`src/rtl/blp_pkg.sv`:
```
package blp_pkg;
  // Position words in reference units
  localparam int POS_W = 32;
  localparam int BL_W = 11;
  localparam logic signed [10:0] BL_MAX = 11'sd1000;
  localparam logic signed [10:0] BL_MIN = -11'sd1000;
  localparam logic signed [10:0] BL_RESET = 11'sd0;
  // Encoder kinds
  localparam logic ENC_INCREMENTAL = 1'b0;
  localparam logic ENC_ABSOLUTE = 1'b1;
  // Pitch ceilings per scale resolution
  localparam logic [7:0] SCALE_8BIT = 8'h08;
  localparam logic [7:0] SCALE_9BIT = 8'h09;
  localparam logic [7:0] SCALE_10BIT = 8'h0A;
  localparam logic [7:0] SCALE_13BIT = 8'h0D;
  localparam logic [31:0] PITCH_MAX_8 = 32'd65103;
  localparam logic [31:0] PITCH_MAX_9 = 32'd32551;
  localparam logic [31:0] PITCH_MAX_10 = 32'd16;
  localparam logic [31:0] PITCH_MAX_13 = 32'd2034;
  typedef enum logic [1:0] {
    BLP_REF_NONE = 2'b00,
    BLP_REF_FWD  = 2'b01,
    BLP_REF_REV  = 2'b10
  } blp_ref_type;
endpackage

```
`src/rtl/blp_move_if.sv`:
```
`timescale 1ns/1ps
`default_nettype none
interface blp_move_if;
  logic                        start;
  logic                        fwd;
  logic signed [10:0]          amount;
  logic signed [31:0]          offset;
  modport ctrl (output start, output fwd, output amount, input offset);
  modport comp (input start, input fwd, input amount, output offset);
endinterface
`default_nettype wire

```
`src/rtl/blp_top.sv`:
```
// How it works
// The backlash amount is a signed value clamped to -1000..1000, zero at reset, sign picks direction and size is magnitude; the code does not reset it.
// A positive amount compensates forward moves.
// A negative amount compensates reverse moves.
// The amount is latched at each move start, so a change acts from the next move only.
// With an incremental encoder the last homing direction is the reference and the other direction is compensated.
// With an absolute encoder the first move direction is the reference and the other direction is compensated.
// Monitor outputs carry the logical target and the logical position only, never the offset.
// The offset is added only to the motor position command, never to the logical coordinate.
// Torque is limited from the internal setting only; there is no external limit input.
// The configurer keeps the external encoder pitch at or below the ceiling for the scale type; a flag reports a breach.
// The offset is inserted once per reversal into the compensated direction and removed on reversal back.
`timescale 1ns/1ps
`default_nettype none
module blp_top #(
  parameter int POS_W = blp_pkg::POS_W
) (
  // Clock and reset
  input  wire logic                    I_CLOCK,
  input  wire logic                    I_RESET_N,
  // Settings
  input  wire logic signed [10:0]      I_BACKLASH_AMOUNT,
  input  wire logic                    I_ABS_ENCODER,
  input  wire logic [15:0]             I_INTERNAL_TORQUE_LIMIT,
  input  wire logic [31:0]             I_EXTERNAL_ENCODER_PITCH,
  input  wire logic [7:0]              I_SCALE_TYPE_RESPONSE,
  // Move profile from the positioning engine
  input  wire logic                    I_MOVE_START,
  input  wire logic signed [POS_W-1:0] I_TARGET,
  input  wire logic signed [POS_W-1:0] I_LOGICAL_POS,
  input  wire logic                    I_HOME_DONE,
  input  wire logic                    I_HOME_LAST_FWD,
  // Toward the drive and monitors
  output logic signed [POS_W-1:0]      O_MOTOR_POS_CMD,
  output logic signed [POS_W-1:0]      O_TARGET_MONITOR,
  output logic signed [POS_W-1:0]      O_POS_MONITOR,
  output logic [15:0]                  O_TORQUE_LIMIT,
  output logic                         O_PITCH_WARNING
);
  // ****************************************
  // Move start capture
  // ****************************************
  blp_move_if mv ();
  logic signed [10:0]      amount_clamped;
  logic signed [POS_W-1:0] last_target;
  logic [31:0]             pitch_max;

  always_comb begin
    if (I_BACKLASH_AMOUNT > blp_pkg::BL_MAX) begin
      amount_clamped = blp_pkg::BL_MAX;
    end else if (I_BACKLASH_AMOUNT < blp_pkg::BL_MIN) begin
      amount_clamped = blp_pkg::BL_MIN;
    end else begin
      amount_clamped = I_BACKLASH_AMOUNT;
    end
  end

  always_ff @(posedge I_CLOCK or negedge I_RESET_N) begin
    if (!I_RESET_N) begin
      last_target <= '0;
    end else if (I_MOVE_START || I_HOME_DONE) begin
      last_target <= I_MOVE_START ? I_TARGET : I_LOGICAL_POS;
    end
  end

  // Amount sampled only at move start; mid-move edits wait
  assign mv.start  = I_MOVE_START;
  assign mv.amount = amount_clamped;
  assign mv.fwd    = (I_TARGET > last_target);

  blp_offset u_offset (
    .i_clock         (I_CLOCK),
    .i_reset_n       (I_RESET_N),
    .i_home_done     (I_HOME_DONE),
    .i_abs_enc       (I_ABS_ENCODER),
    .i_last_home_fwd (I_HOME_LAST_FWD),
    .mv              (mv)
  );

  // ****************************************
  // Outputs
  // ****************************************
  always_ff @(posedge I_CLOCK or negedge I_RESET_N) begin
    if (!I_RESET_N) begin
      O_MOTOR_POS_CMD  <= '0;
      O_TARGET_MONITOR <= '0;
      O_POS_MONITOR    <= '0;
    end else begin
      O_MOTOR_POS_CMD  <= I_LOGICAL_POS + POS_W'(mv.offset);
      O_TARGET_MONITOR <= last_target;
      O_POS_MONITOR    <= I_LOGICAL_POS;
    end
  end

  always_ff @(posedge I_CLOCK or negedge I_RESET_N) begin
    if (!I_RESET_N) begin
      O_TORQUE_LIMIT <= '0;
    end else begin
      O_TORQUE_LIMIT <= I_INTERNAL_TORQUE_LIMIT;
    end
  end

  always_comb begin
    case (I_SCALE_TYPE_RESPONSE)
      blp_pkg::SCALE_8BIT:  pitch_max = blp_pkg::PITCH_MAX_8;
      blp_pkg::SCALE_9BIT:  pitch_max = blp_pkg::PITCH_MAX_9;
      blp_pkg::SCALE_10BIT: pitch_max = blp_pkg::PITCH_MAX_10;
      blp_pkg::SCALE_13BIT: pitch_max = blp_pkg::PITCH_MAX_13;
      default:              pitch_max = '1;
    endcase
  end

  // Warning only: clamping the pitch would hide a misconfiguration
  always_ff @(posedge I_CLOCK or negedge I_RESET_N) begin
    if (!I_RESET_N) begin
      O_PITCH_WARNING <= 1'b0;
    end else begin
      O_PITCH_WARNING <= (I_EXTERNAL_ENCODER_PITCH > pitch_max);
    end
  end
endmodule
`default_nettype wire

```
`src/rtl/blp_offset.sv`:
```
`timescale 1ns/1ps
`default_nettype none
module blp_offset (
  input  wire logic  i_clock,
  input  wire logic  i_reset_n,
  input  wire logic  i_home_done,
  input  wire logic  i_abs_enc,
  input  wire logic  i_last_home_fwd,
  blp_move_if.comp   mv
);
  blp_pkg::blp_ref_type ref_dir;
  logic                 applied;
  logic signed [10:0]   mag;
  logic                 comp_fwd;

  // Reference direction: homing end (incremental) or first move (absolute)
  always_ff @(posedge i_clock or negedge i_reset_n) begin
    if (!i_reset_n) begin
      ref_dir <= blp_pkg::BLP_REF_NONE;
    end else if (i_home_done && i_abs_enc == blp_pkg::ENC_INCREMENTAL) begin
      ref_dir <= i_last_home_fwd ? blp_pkg::BLP_REF_FWD
                                 : blp_pkg::BLP_REF_REV;
    end else if (mv.start && ref_dir == blp_pkg::BLP_REF_NONE
                 && i_abs_enc == blp_pkg::ENC_ABSOLUTE) begin
      ref_dir <= mv.fwd ? blp_pkg::BLP_REF_FWD
                        : blp_pkg::BLP_REF_REV;
    end
  end

  assign mag = (mv.amount < 0) ? -mv.amount : mv.amount;
  assign comp_fwd = (mv.amount > 0);

  // Insert once on reversal into the compensated side, remove on return
  always_ff @(posedge i_clock or negedge i_reset_n) begin
    if (!i_reset_n) begin
      applied    <= 1'b0;
      mv.offset  <= '0;
    end else if (i_home_done) begin
      applied    <= 1'b0;
      mv.offset  <= '0;
    end else if (mv.start && ref_dir != blp_pkg::BLP_REF_NONE) begin
      if (mv.amount != 0 && mv.fwd == comp_fwd
          && (ref_dir == blp_pkg::BLP_REF_FWD) != mv.fwd) begin
        applied   <= 1'b1;
        mv.offset <= comp_fwd ? 32'(mag) : -32'(mag);
      end else begin
        applied   <= 1'b0;
        mv.offset <= '0;
      end
    end
  end
endmodule
`default_nettype wire

```
`config.mk`:
```
export PLATFORM = sky130hd
export DESIGN_NAME = blp_top
export DESIGN_NICKNAME = d
export VERILOG_FILES = /design/src/rtl/blp_pkg.sv /design/src/rtl/blp_move_if.sv /design/src/rtl/blp_top.sv /design/src/rtl/blp_offset.sv
export SDC_FILE = /design/constraint.sdc
export NUM_CORES = 1
export LEC_CHECK = 0
export ABC_AREA = 1
export BUFFER_PORTS_ARGS = -buffer_cell sky130_fd_sc_hd__buf_4
export CORE_MARGIN = 2
export CORE_UTILIZATION = 58
export DETAILED_ROUTE_END_ITERATION = 8
export PLACE_DENSITY_LB_ADDON = 0.1
export SLEW_MARGIN = 20
export SYNTH_ARGS = -nofsm -noshare
export SYNTH_HDL_FRONTEND = slang
export SYNTH_SLANG_ARGS = --single-unit
```
`constraint.sdc`:
```
create_clock -name I_CLOCK -period 6.3 [get_ports I_CLOCK]
set_input_delay 1.26 -clock I_CLOCK [delete_from_list [all_inputs] [get_ports I_CLOCK]]
set_output_delay 1.26 -clock I_CLOCK [all_outputs]
set_load 0.1 [all_outputs]
```
* Yosys cells after proc, flatten, opt, wreduce, memory -nomap -nowiden
Cells that the tools add are included.
Storage, ports and cells: flip-flop bits (word level) 179, input bits 137, output and inout bits 113, word-level logic and storage cells 50
Operators by class: add/sub/neg operators 3, $lt $le $gt $ge 6, equal/unequal tests 7, multiplexer cells 13, bitwise logic cells 1, reduce and logical (&&, ||, !) cells 12
Operators by type and width (number):
- 32-bit 2-to-1 mux | 5
- 32-bit one-hot mux with 4 select lines | 1
- 32-bit > comparator | 2
- 11-bit 2-to-1 mux | 3
- 32-bit adder | 1
- 8-bit by 4-bit equality test with 1-bit output, second input constant | 4
- 11-bit negator with 32-bit output | 1
- 32-bit nonzero test | 1
- 11-bit by 1-bit > comparator with 1-bit output, second input constant | 1
- 11-bit > comparator, second input constant | 1
- 11-bit by 1-bit less-than comparator with 1-bit output, second input constant | 1
- 11-bit less-than comparator, second input constant | 1
- 11-bit negator | 1
- 2-bit 2-to-1 mux | 4
- 1-bit logical AND | 6
- 2-bit nonzero test | 3
- 2-bit by 1-bit equality test with 1-bit output, second input constant | 1
- 2-bit logical NOT | 1
- 1-bit equality test | 1
- 1-bit logical OR | 1
- 1-bit inequality test | 1
- 1-bit NOT | 1

* Logic depth before layout (Yosys ltp)
Gate-level depths: netlist of the first run.
word-level depth 10, depth in mapped cells 23, mapped depth without buffers 22

* Modules after synthesis
A second synthesis of the first run with hierarchy kept.
Second synthesis, totals: cells, all modules 1159, area total of the unflattened synthesis 10032.1 um^2
By module, submodules not included:
- blp_top | times used 1, cells each 897, area each 8007.7 um^2
- blp_offset | times used 1, cells each 262, area each 2024.4 um^2

* Worst setup path before layout of the first run
Ideal clock, no wire load.
path type input to register, start input I_BACKLASH_AMOUNT[7], end register u_offset.mv.offset[11], library setup time 0.074 ns, arrival time 3.901 ns, setup slack 2.325 ns, stages 19, cell sequence inv_1 nand3_1 o41ai_1 ha_1 buf_4 nor2_1 nand2_1 ha_1 inv_1 nor2_1 nand4_2 nand3b_4 inv_1 nand2_1 nand2_1 nor2_4 inv_1 ha_1 o21ai_2
Between the ends: cells in the longest elaborated chain, start to end 10, elaborated cells on any way between the ends 17, classes of those cells add/sub: 2; order compare: 4; eq/ne: 1; mux: 7; reduce/logical: 3
Ends and longest elaborated chain:
- from (decl) | RTL line blp_top.sv:22 | input wire logic signed [10:0] I_BACKLASH_AMOUNT,
- 11-bit less-than comparator | RTL line blp_top.sv:51 | end else if (I_BACKLASH_AMOUNT < blp_pkg::BL_MIN) begin
- 11-bit 2-to-1 mux | RTL line blp_top.sv:51
- 11-bit 2-to-1 mux (*) | RTL line blp_top.sv:49 | if (I_BACKLASH_AMOUNT > blp_pkg::BL_MAX) begin
- 11-bit negator, or another cell as far along | RTL line blp_offset.sv:30 | assign mag = (mv.amount < 0) ? -mv.amount : mv.amount;
- 11-bit 2-to-1 mux or 1-bit equality test (tied branches) | RTL line blp_offset.sv:30, blp_offset.sv:42
- 11-bit negator with 32-bit output or 1-bit logical AND (tied branches) | RTL line blp_offset.sv:45, blp_offset.sv:42
- 32-bit 2-to-1 mux or 1-bit logical AND (tied branches) | RTL line blp_offset.sv:45, blp_offset.sv:43
- 32-bit 2-to-1 mux (*) | RTL line blp_offset.sv:42 | if (mv.amount != 0 && mv.fwd == comp_fwd
- 32-bit 2-to-1 mux (*) | RTL line blp_offset.sv:41 | end else if (mv.start && ref_dir != blp_pkg::BLP_REF_NONE) begin
- 32-bit 2-to-1 mux (*) | RTL line blp_offset.sv:38 | end else if (i_home_done) begin
- to (signal assigned) | RTL line blp_offset.sv:45 | mv.offset <= comp_fwd ? 32'(mag) : -32'(mag);
- to (decl) | RTL line blp_move_if.sv:9 | modport comp (input start, input fwd, input amount, output offset);
Every way passes the cells marked *; elsewhere a longest branch is shown, timed or not. The select of a mux whose other input is x is not followed. A chain may end at the register's enable or synchronous reset.

* Worst setup path in the final report of the first run
start input I_SCALE_TYPE_RESPONSE[5], end register O_PITCH_WARNING
Between the ends: cells in the longest elaborated chain, start to end 3, elaborated cells on any way between the ends 6, classes of those cells order compare: 1; eq/ne: 4; mux: 1
Ends and longest elaborated chain:
- from (decl) | RTL line blp_top.sv:26 | input wire logic [7:0] I_SCALE_TYPE_RESPONSE,
- 8-bit by 4-bit equality test with 1-bit output | RTL line blp_top.sv:104 | case (I_SCALE_TYPE_RESPONSE)
- 32-bit one-hot mux with 4 select lines (*) | RTL line blp_top.sv:104
- 32-bit > comparator (*) | RTL line blp_top.sv:118 | O_PITCH_WARNING <= (I_EXTERNAL_ENCODER_PITCH > pitch_max);
- to (signal assigned) | RTL line blp_top.sv:118
- to (decl) | RTL line blp_top.sv:38 | output logic O_PITCH_WARNING
Every way passes the cells marked *; elsewhere a longest branch is shown, timed or not.

==> results of run 1 <==
path summary, 6_finish.rpt:
path	from	endpoint	slack, ns	cells past startpoint
worst max register to register	u_offset.mv.offset[0]$_DFFE_PN0P_	O_MOTOR_POS_CMD[18]$_DFF_PN0_	3.60	11
worst min-delay path	last_target[26]$_DFFE_PN0P_	O_TARGET_MONITOR[26]$_DFF_PN0_	0.37	0
worst min register to register	last_target[26]$_DFFE_PN0P_	O_TARGET_MONITOR[26]$_DFF_PN0_	0.37	0
min in group asynchronous	I_RESET_N	O_TARGET_MONITOR[18]$_DFF_PN0_	0.73	1
worst max-delay path	I_SCALE_TYPE_RESPONSE[5]	O_PITCH_WARNING$_DFF_PN0_	2.07	14
max in group asynchronous	I_RESET_N	O_POS_MONITOR[3]$_DFF_PN0_	4.28	2
layout by cell type, fill, tap and decap left out, types with 3 or more instances in the layout:
master                      count
sky130_fd_sc_hd__o22ai_1        5
sky130_fd_sc_hd__nor4_1         3
sky130_fd_sc_hd__a21o_1         7
sky130_fd_sc_hd__nand4_2        3
sky130_fd_sc_hd__dfrtp_1      177
sky130_fd_sc_hd__clkbuf_16     17
sky130_fd_sc_hd__xnor2_1       10
sky130_fd_sc_hd__o21bai_1       5
sky130_fd_sc_hd__o21ai_1        4
sky130_fd_sc_hd__o21ai_2        8
sky130_fd_sc_hd__nor3_1         6
sky130_fd_sc_hd__nor2_4         4
sky130_fd_sc_hd__nand3_2        4
sky130_fd_sc_hd__a21boi_0       3
sky130_fd_sc_hd__o21a_1         5
sky130_fd_sc_hd__nand2_1      250
sky130_fd_sc_hd__xor2_1        23
sky130_fd_sc_hd__nand4_1       12
sky130_fd_sc_hd__inv_1        115
sky130_fd_sc_hd__inv_2          4
sky130_fd_sc_hd__nand3_1       63
sky130_fd_sc_hd__ha_1         104
sky130_fd_sc_hd__buf_4        252
sky130_fd_sc_hd__a21oi_1       72
sky130_fd_sc_hd__clkinv_4       6
sky130_fd_sc_hd__o211ai_1      30
sky130_fd_sc_hd__nor2_2         3
sky130_fd_sc_hd__nor2_1        68
sky130_fd_sc_hd__o21ai_0       39
sky130_fd_sc_hd__nand2_2        4
sky130_fd_sc_hd__nand2_4        3
power groups by stage:
stage | registers, uW | logic, uW | clock network, uW
6_report | 1390 | 1870 | 994
3_3_place_gp | 1400 | 1840 | 0
3_5_place_dp | 1410 | 1860 | 0
4_1_cts | 1390 | 1870 | 1010
5_1_grt | 1400 | 1970 | 1060
2_1_floorplan | 2290 | 490 | 0
worst max-delay path, stage by stage:
cell	delay, ns
sky130_fd_sc_hd__buf_4	0.11
sky130_fd_sc_hd__nor4_1	0.35
sky130_fd_sc_hd__inv_1	0.12
sky130_fd_sc_hd__nor4_1	0.60
sky130_fd_sc_hd__nor2_1	0.19
sky130_fd_sc_hd__inv_1	0.22
sky130_fd_sc_hd__nor2_1	0.11
sky130_fd_sc_hd__inv_1	0.41
sky130_fd_sc_hd__ha_1	0.24
sky130_fd_sc_hd__nand4_1	0.14
sky130_fd_sc_hd__nor3_1	0.29
sky130_fd_sc_hd__nand2_1	0.12
sky130_fd_sc_hd__nor4b_1	0.30
sky130_fd_sc_hd__a31oi_1	0.07
cell type report:
type | count | share of cell area, %
Timing Repair Buffer | 253 | 15.46
Multi-Input combinational cell | 759 | 38.12
Clock inverter | 12 | 0.8437
Clock buffer | 20 | 3.710
Tap cell | 220 | 2.236
Sequential cell | 177 | 35.98
Antenna cell | 1 | 0.02033
Inverter | 119 | 3.629
state kept, by name, indices dropped and copies added (netlist names):
register and flops:
O_TORQUE_LIMIT 16, u_offset.mv.offset 30, u_offset.ref_dir 2, O_MOTOR_POS_CMD 32, O_PITCH_WARNING 1, last_target 32, O_TARGET_MONITOR 32, O_POS_MONITOR 32
Yosys cell counts (2+ instances only):
master                      instances
sky130_fd_sc_hd__nor2_4             4
sky130_fd_sc_hd__ha_1             104
sky130_fd_sc_hd__nand4_1           12
sky130_fd_sc_hd__xor2_1            23
sky130_fd_sc_hd__o21ai_2            7
sky130_fd_sc_hd__inv_1            115
sky130_fd_sc_hd__clkbuf_1          16
sky130_fd_sc_hd__a21oi_1           72
sky130_fd_sc_hd__buf_4              2
sky130_fd_sc_hd__inv_2              4
sky130_fd_sc_hd__buf_6              2
sky130_fd_sc_hd__xnor2_1           10
sky130_fd_sc_hd__nor2_1            68
sky130_fd_sc_hd__a31oi_1            2
sky130_fd_sc_hd__a21oi_2            2
sky130_fd_sc_hd__nand4_2            3
sky130_fd_sc_hd__nand3_2            4
sky130_fd_sc_hd__o21ai_0           40
sky130_fd_sc_hd__o221ai_1           2
sky130_fd_sc_hd__nand2_2            4
sky130_fd_sc_hd__o21a_1             5
sky130_fd_sc_hd__a21o_1             7
sky130_fd_sc_hd__o21bai_1           5
sky130_fd_sc_hd__dfrtp_1          177
sky130_fd_sc_hd__o21ai_1            4
sky130_fd_sc_hd__nand3_1           63
sky130_fd_sc_hd__a21boi_0           3
sky130_fd_sc_hd__o211ai_1          30
sky130_fd_sc_hd__nor4_1             3
sky130_fd_sc_hd__nand2_1          250
sky130_fd_sc_hd__nor2_2             3
sky130_fd_sc_hd__nor3_1             6
sky130_fd_sc_hd__nand2_4            3
sky130_fd_sc_hd__o2111ai_1          2
sky130_fd_sc_hd__o22ai_1            5
metal layers:
metal / wire [um] / global-route usage, % / share of wire [%]
met5: 0 / 0 / 0
met4: 513 / 8.184 / 2.0
met3: 2095 / 7.625 / 8.1
met2: 12180 / 48.47 / 47
met1: 11110 / 40.89 / 43
metrics by stage:
stage	setup slack, ns	instances	hold WS, ns
finish	2.068	1561	0.3709
global route	1.668	1560	0.3790
CTS	2.126	1560	0.3742
detailed placement	1.705	1528	0.3607
global placement	1.916	1528	0.3566
floorplan	2.325	1075	0.3537
cell families after synthesis:
group,Yosys count
AOI/OAI and AO/OA,192
DFF,177
adders and majority gates,105
buffers and inverters,139
xor gates and xnor gates,33
and+or+nand+nor,429
==> results.json, run 1 <==
{
  "run_status": "complete, no violations",
  "cts.htree.levels": 4,
  "fill_cells": 1223,
  "finalWeightedCongestion": 0.8869,
  "nets": 1569,
  "drt_first_pass_iters": 5,
  "p_leak_uw": 0.006512,
  "rsz0062_at_grt": "false",
  "critical_path.startpoint_type": "input pin",
  "synth_top_cell_by_area": "sky130_fd_sc_hd__dfrtp_1",
  "synthAdderAreaFrac_pct": 13.68,
  "synth.lib_cells_used.distinct": 48,
  "path_max_fanout": 16,
  "maxSlewViolCount": 0,
  "synthTopCellsByArea": "sky130_fd_sc_hd__dfrtp_1 (46%), sky130_fd_sc_hd__ha_1 (13%), sky130_fd_sc_hd__nand2_1 (9.7%)",
  "insertion_delay_ns": 0.44,
  "grt_overflow": 0,
  "vias": 8407,
  "die-area_sq_um": 17710,
  "switching_share_of_power_pct": 46.28,
  "cp.required_ns": 6.60,
  "syn_area_per_cell_sq_um": 8.988,
  "synth_area_in_xor_xnor_pct": 2.991,
  "synthSimpleGateAreaFrac_pct": 19.72,
  "synth_compound_gate_area_share_pct": 12.13,
  "syn-cell-area_sq_um": 9662,
  "drive_gt1_share_pct": 24.25,
  "ir_worst_vdd_mv": 0.3153,
  "clock_tree_from_tritoncts": "done",
  "postSynthNetCount": 1317,
  "fmaxAchievable_mhz": 236.3,
  "finalSetupViolations": 0,
  "postRouteAntennaNets": 0,
  "number_of_input_and_output_port_buffers_inserted": 249,
  "clk_path_buf_depth": 2,
  "fin_tns_setup_ns": 0,
  "die_height_um": 133.1,
  "clkPwrFrac_pct": 23.4,
  "post_route_standard_cell_area_excluding_fillers_sq_um": 12310,
  "async_flop_share_pct": 100.0,
  "min_period_over_period_pct": 67.18,
  "cts.reportedPaths.clkPinSlew_ns": 0.07,
  "floorplan.initialDensity_pct": 58.89,
  "drc_errors": 0,
  "multiInputGateArea_sq_um": 4692,
  "tritoncts.num_buffers": 17,
  "total_switching_power_uw": 1968,
  "fp.dieW_um": 133.1,
  "first_global_vias": 8185,
  "synth_edf_count": 0,
  "ys_ff_latch": 177,
  "grt_start_max_net_pins": 76,
  "critPathCaptureType": "flip-flop",
  "critPathKind": "input pin to flip-flop",
  "synth_top_flop_cell": "sky130_fd_sc_hd__dfrtp_1",
  "track_usage_pct": 30.12,
  "power.internal_uw": 2284,
  "yosysSeqAreaShare_pct": 45.84,
  "dp_wirelength_um": 20080,
  "report.final.hold_viol_count": 0,
  "pwr_density_cell_nw_per_um2": 345.4,
  "synthesis.instances": 1075,
  "worst_setup_skew_after_layout_ns": 0.02071,
  "io_pins": 250,
  "layout.core_utilization_pct": 75.02,
  "yosysWarnings": 0,
  "postCtsSetupRepairBufs": 0,
  "p_seq_share_pct": 32.6,
  "syn2layout_area_growth_pct": 27.40,
  "routedWlPerCell_um": 16.59,
  "synth_top_family_by_area": "simple AND/OR/NAND/NOR gates",
  "routed_wirelength_um": 25900,
  "max-cap-violations": 0,
  "total_power_uw": 4252,
  "std_cell_rows": 47,
  "sequential_cell_area_sq_um": 4429,
  "postPlaceCellArea_sq_um": 11750,
  "cts.sink_count": 177,
  "mean_number_of_vias_per_cell": 5.386,
  "max-slew-margin-rel_pct": 40.38,
  "cts-root-buf": "sky130_fd_sc_hd__clkbuf_16",
  "coreArea_sq_um": 16410,
  "synth_top_area_share_pct": 45.84,
  "muxShareOfSynthArea_pct": 0,
  "post_cts_hold_buffer_count": 0,
  "worst_hold_check_path_type": "flip-flop to flip-flop",
  "final_critical_path_time_including_i_o_delays_and_setup_ns": 4.232,
  "grt_antenna_before_repair": 1,
  "crit_path_arrival_time_ns": 4.53,
  "grt_pass1_wl_um": 41480,
  "cts-resized-gates": 0,
  "tightestPinTransition_ns": 0.8943,
  "drtIter0Drc": 527,
  "combinationalPowerShare_pct": 44.0
}
Power figures use the tool's default switching activity.
==> inputs of run 2 (changes only) <==
Settings changed: CORE_UTILIZATION 58 to 49.
Clock period 6.3 ns to 3.7 ns, I/O delays scaled along.
==> results.json, run 2 (synthesis results as in run 1) <==
{
  "postPlaceCellArea_sq_um": 11910,
  "critPathKind": "input pin to flip-flop",
  "drc_errors": 0,
  "combinationalPowerShare_pct": 43.1,
  "r2r_end": "O_MOTOR_POS_CMD[24]$_DFF_PN0_",
  "met2_wirelength_um": 12010,
  "met3_length_um": 1764,
  "track_usage_pct": 25.69,
  "clk_path_buf_depth": 2,
  "grt_pass1_wl_um": 41170,
  "maxSlewViolCount": 0,
  "worst_hold_check_path_type": "input pin to async pin",
  "max-slew-margin-rel_pct": 52.89,
  "io_pins": 250,
  "clock_tree_from_tritoncts": "done",
  "critPathCaptureType": "flip-flop",
  "total_power_uw": 7426,
  "postRouteAntennaNets": 0,
  "drtIter0Drc": 592,
  "critical_path.startpoint_type": "input pin",
  "highest-signal-layer": "met4",
  "insertion_delay_ns": 0.43,
  "fmaxAchievable_mhz": 302.3,
  "final_critical_path_time_including_i_o_delays_and_setup_ns": 3.308,
  "drt_first_pass_iters": 5,
  "critical_path.startpoint": "I_BACKLASH_AMOUNT[7]",
  "path_max_fanout": 5,
  "final.hold.worst_slack_ns": 0.3398,
  "worst_setup_skew_after_layout_ns": 0.008159,
  "met1_wirelength_um": 11890,
  "total_switching_power_uw": 3390,
  "pwr_density_cell_nw_per_um2": 593.3,
  "fp.dieW_um": 144.4,
  "grt_antenna_before_repair": 0,
  "number_of_input_and_output_port_buffers_inserted": 249,
  "finalWeightedCongestion": 0.9046,
  "power.internal_uw": 4036,
  "reg2reg_slack_ns": 1.09,
  "cts.htree.levels": 4,
  "floorplan.initialDensity_pct": 49.81,
  "std_cell_rows": 51,
  "final.setup.worst_slack_ns": 0.3923,
  "reg2reg_from": "u_offset.mv.offset[0]$_DFFE_PN0P_",
  "cts-root-buf": "sky130_fd_sc_hd__clkbuf_16",
  "report.final.hold_viol_count": 0,
  "layout_commonest_cell": "sky130_fd_sc_hd__buf_4",
  "clkPwrFrac_pct": 25.1,
  "drive_gt1_share_pct": 24.93,
  "nets": 1581,
  "cts.sink_count": 177,
  "tightestPinTransition_ns": 0.7066,
  "ff2ff_path_depth": 12,
  "run_status": "complete, no violations",
  "crit_path_arrival_time_ns": 3.66,
  "first_global_vias": 7966,
  "routed_wirelength_um": 26160,
  "min_period_over_period_pct": 89.40,
  "place_ws_ns": -0.04871,
  "dp_wirelength_um": 20250,
  "post_route_standard_cell_area_excluding_fillers_sq_um": 12520,
  "postCtsSetupRepairBufs": 0,
  "die-area_sq_um": 20860,
  "cp.required_ns": 4.05,
  "routedWlPerCell_um": 16.18,
  "p_leak_uw": 0.006599,
  "post_cts_hold_buffer_count": 0,
  "grt_start_max_net_pins": 82,
  "mean_number_of_vias_per_cell": 5.148,
  "grt_overflow": 0,
  "p_seq_share_pct": 31.7,
  "cts-resized-gates": 0,
  "finalSetupViolations": 0,
  "placed_cells": 1585,
  "coreArea_sq_um": 19400,
  "max-cap-violations": 0,
  "syn2layout_area_growth_pct": 29.55,
  "switching_share_of_power_pct": 45.65,
  "antenna_cells": 0,
  "layout.cells.most_common_list": "sky130_fd_sc_hd__buf_4 (263), sky130_fd_sc_hd__nand2_1 (250), sky130_fd_sc_hd__dfrtp_1 (177)",
  "cts.reportedPaths.clkPinSlew_ns": 0.07,
  "die_height_um": 144.4,
  "final_std_cells_w_o_fill": 1617,
  "tritoncts.num_buffers": 17,
  "vias": 8324,
  "rsz0062_at_grt": "false",
  "ir_worst_vdd_mv": 0.5946,
  "endpoint": "u_offset.mv.offset[23]$_DFFE_PN0P_"
}
-- run 2: cell types whose count changed in the layout (fill, tap and decap cells not counted), sizes merged --
cell | before | now
inv | 122 | 127
buf | 253 | 265
clkinv | 7 | 1
bufinv | 0 | 2
clkbuf | 20 | 19
diode | 1 | 0
-- run 2: worst min path at each step --
| stage | endpoint |
|---|---|
| global route | O_TARGET_MONITOR[13]$_DFF_PN0_ |
| floorplan | O_TARGET_MONITOR[10]$_DFF_PN0_ |
| CTS | O_TARGET_MONITOR[19]$_DFF_PN0_ |
| global placement | O_TARGET_MONITOR[19]$_DFF_PN0_ |
| finish | O_TARGET_MONITOR[18]$_DFF_PN0_ |
| detailed placement | O_TARGET_MONITOR[13]$_DFF_PN0_ |
-- run 2: stage by stage --
stage                     setup TNS [ns]  utilization [%]
after floorplan                        0                -
after global routing                   0            64.53
after CTS                              0            64.53
after global placement                 0            61.37
after detailed placement         -0.1495            61.37
final                                  0            64.53
-- run 2: power by group through the flow --
stage               sequential (uW)  clock, uW  combinational [uW]
finish                         2360       1870                3200
global route                   2390       1980                3400
CTS                            2360       1900                3210
detailed placement             2390          0                3190
global placement               2390          0                3170
floorplan                      3900          0                 835
-- run 2: layer usage --
layer / global-route usage, % / vias up
met5: 0 / -
met1: 35.84 / 3878
li1: - / 4139
met2: 40.76 / 268
met3: 5.000 / 39
met4: 7.716 / 0
-- run 2: critical path, cell delays in order --
cell and delay [ns]:
sky130_fd_sc_hd__buf_4 0.11, sky130_fd_sc_hd__inv_1 0.08, sky130_fd_sc_hd__nand3_1 0.09, sky130_fd_sc_hd__o41ai_1 0.33, sky130_fd_sc_hd__ha_1 0.35, sky130_fd_sc_hd__nor2_1 0.18
sky130_fd_sc_hd__nand2_1 0.10, sky130_fd_sc_hd__ha_1 0.23, sky130_fd_sc_hd__inv_1 0.09, sky130_fd_sc_hd__nor2_1 0.07, sky130_fd_sc_hd__nand4_2 0.11, sky130_fd_sc_hd__nand3b_1 0.09
sky130_fd_sc_hd__nand2_1 0.12, sky130_fd_sc_hd__nand3_1 0.09, sky130_fd_sc_hd__nor2_2 0.16, sky130_fd_sc_hd__nand2_2 0.10, sky130_fd_sc_hd__nor2_4 0.14, sky130_fd_sc_hd__inv_1 0.06
sky130_fd_sc_hd__ha_1 0.29, sky130_fd_sc_hd__o21ai_2 0.14
-- run 2: area by class of cell --
type,instances,area [sq um]
Sequential cell,177,4429
Clock buffer,19,442.9
Multi-Input combinational cell,759,4692
Fill cell,1692,6882
Tap cell,265,331.6
Inverter,119,446.7
Clock inverter,13,168.9
Timing Repair Buffer,265,2006
==> inputs of run 3 (changes only) <==
Settings changed: PLACE_DENSITY from default to 0.81, PLACE_DENSITY_LB_ADDON 0.1 to default.
==> results.json, run 3 (synthesis results as in run 1) <==
{
  "layout.cells.most_common_list": "sky130_fd_sc_hd__buf_4 (261), sky130_fd_sc_hd__nand2_1 (250), sky130_fd_sc_hd__dfrtp_1 (177)",
  "maxSlewViolCount": 0,
  "p_leak_uw": 0.006566,
  "worst_hold_check_path_type": "input pin to async pin",
  "postCtsSetupRepairBufs": 0,
  "tightestPinTransition_ns": 0.6283,
  "critPathCaptureType": "flip-flop",
  "critPathKind": "input pin to flip-flop",
  "drc_errors": 0,
  "coreArea_sq_um": 19400,
  "clk_path_buf_depth": 2,
  "layout_commonest_cell": "sky130_fd_sc_hd__buf_4",
  "first_global_vias": 8469,
  "sequential_cell_area_sq_um": 4429,
  "cts-root-buf": "sky130_fd_sc_hd__clkbuf_16",
  "reg2reg_slack_ns": 0.95,
  "drive_gt1_share_pct": 24.81,
  "ir_worst_vdd_mv": 0.3368,
  "routed_wirelength_um": 26200,
  "number_of_input_and_output_port_buffers_inserted": 249,
  "run_status": "complete, no violations",
  "drt_first_pass_iters": 5,
  "io_pins": 250,
  "mean_number_of_vias_per_cell": 5.231,
  "std_cell_rows": 51,
  "final_critical_path_time_including_i_o_delays_and_setup_ns": 3.262,
  "report.final.hold_viol_count": 0,
  "cts.htree.levels": 4,
  "cts.reportedPaths.clkPinSlew_ns": 0.07,
  "die-area_sq_um": 20860,
  "pwr_density_cell_nw_per_um2": 590.2,
  "floorplan.initialDensity_pct": 49.81,
  "grt_overflow": 0,
  "crit_path_arrival_time_ns": 3.63,
  "grt_antenna_before_repair": 0,
  "cp.required_ns": 4.06,
  "routedWlPerCell_um": 16.21,
  "finalSetupViolations": 0,
  "dp_wirelength_um": 20690,
  "drtIter0Drc": 591,
  "rsz0062_at_grt": "false",
  "total_power_uw": 7367,
  "critical_path.startpoint_type": "input pin",
  "tritoncts.num_buffers": 17,
  "fill_cells": 1612,
  "finalWeightedCongestion": 0.9462,
  "ff2ff_path_depth": 12,
  "min_period_over_period_pct": 88.15,
  "fp.dieW_um": 144.4,
  "layout.core_utilization_pct": 64.34,
  "reg2reg_from": "u_offset.mv.offset[0]$_DFFE_PN0P_",
  "r2r_end": "O_MOTOR_POS_CMD[24]$_DFF_PN0_",
  "insertion_delay_ns": 0.43,
  "clock_tree_from_tritoncts": "done",
  "fmaxAchievable_mhz": 306.6,
  "vias": 8453,
  "cts-resized-gates": 0,
  "postRouteAntennaNets": 0,
  "nets": 1579,
  "path_max_fanout": 4,
  "max-slew-margin-rel_pct": 58.05,
  "grt_pass1_wl_um": 41160,
  "die_height_um": 144.4,
  "post_cts_hold_buffer_count": 0,
  "cts.sink_count": 177,
  "max-cap-violations": 0,
  "multiInputGateArea_sq_um": 4692,
  "track_usage_pct": 25.36,
  "syn2layout_area_growth_pct": 29.19,
  "worst_setup_skew_after_layout_ns": 0.009920,
  "grt_start_max_net_pins": 63
}
==> run 3: metal layers <==
layer	vias up	share of wire, %	track usage (%)
met5	-	0	0
met4	0	3.0	10.42
met3	51	6.3	4.603
met2	304	50	44.10
met1	3956	41	31.09
li1	4142	-	-
==> run 3: worst max-delay path: stages <==
cell                      delay [ns]
sky130_fd_sc_hd__buf_4          0.11
sky130_fd_sc_hd__inv_1          0.09
sky130_fd_sc_hd__nand3_1        0.08
sky130_fd_sc_hd__o41ai_1        0.32
sky130_fd_sc_hd__ha_1           0.33
sky130_fd_sc_hd__nor2_1         0.17
sky130_fd_sc_hd__nand2_1        0.10
sky130_fd_sc_hd__ha_1           0.29
sky130_fd_sc_hd__nand3_1        0.08
sky130_fd_sc_hd__nand2_1        0.05
sky130_fd_sc_hd__inv_1          0.08
sky130_fd_sc_hd__ha_1           0.21
sky130_fd_sc_hd__nand2_1        0.08
sky130_fd_sc_hd__a21oi_2        0.09
sky130_fd_sc_hd__nand2_1        0.10
sky130_fd_sc_hd__nor2_2         0.17
sky130_fd_sc_hd__nand3_1        0.10
sky130_fd_sc_hd__ha_1           0.30
sky130_fd_sc_hd__o21ai_2        0.13
==> run 3: worst max-delay path by stage <==
stage | start | endpoint | slack, ns
finish | I_BACKLASH_AMOUNT[7] | u_offset.mv.offset[12]$_DFFE_PN0P_ | 0.44
global route | I_BACKLASH_AMOUNT[7] | u_offset.mv.offset[11]$_DFFE_PN0P_ | 0.14
CTS | I_BACKLASH_AMOUNT[7] | u_offset.mv.offset[12]$_DFFE_PN0P_ | 0.42
detailed placement | I_BACKLASH_AMOUNT[7] | u_offset.mv.offset[12]$_DFFE_PN0P_ | -0.0008
global placement | I_BACKLASH_AMOUNT[7] | u_offset.mv.offset[14]$_DFFE_PN0P_ | 0.11
floorplan | I_BACKLASH_AMOUNT[7] | u_offset.mv.offset[11]$_DFFE_PN0P_ | 0.24
==> run 3: where the power goes <==
group          leakage [uW]  switching, uW  internal [uW]
Combinational       0.00415           2450            752
Clock              0.000273            821            973
Sequential          0.00214            135           2230
Total               0.00657           3410           3960
==> run 3: through the flow <==
stage | setup slack [ns] | cells | instance area (sq um) | hold WS [ns] | TNS [ns]
6_report | 0.4384 | 1616 | 12480 | 0.2654 | 0
5_1_grt | 0.1362 | 1615 | 12480 | 0.2969 | 0
4_1_cts | 0.4199 | 1615 | 12480 | 0.2852 | 0
3_5_place_dp | -0.0008371 | 1583 | 11890 | 0.3587 | -0.0008371
3_3_place_gp | 0.1055 | 1583 | 11890 | 0.3578 | 0
2_1_floorplan | 0.2450 | 1075 | 9662 | 0.3537 | 0
==> run 3: final cells by class <==
cell class | instances | share of cell area (%)
sequential | 177 | 35.49
clock buffer | 19 | 3.549
antenna | 1 | 0.02005
multi-input combinational | 759 | 37.59
clock inverter | 13 | 1.173
inverter | 119 | 3.579
tap | 265 | 2.656
timing repair buffer | 263 | 15.95
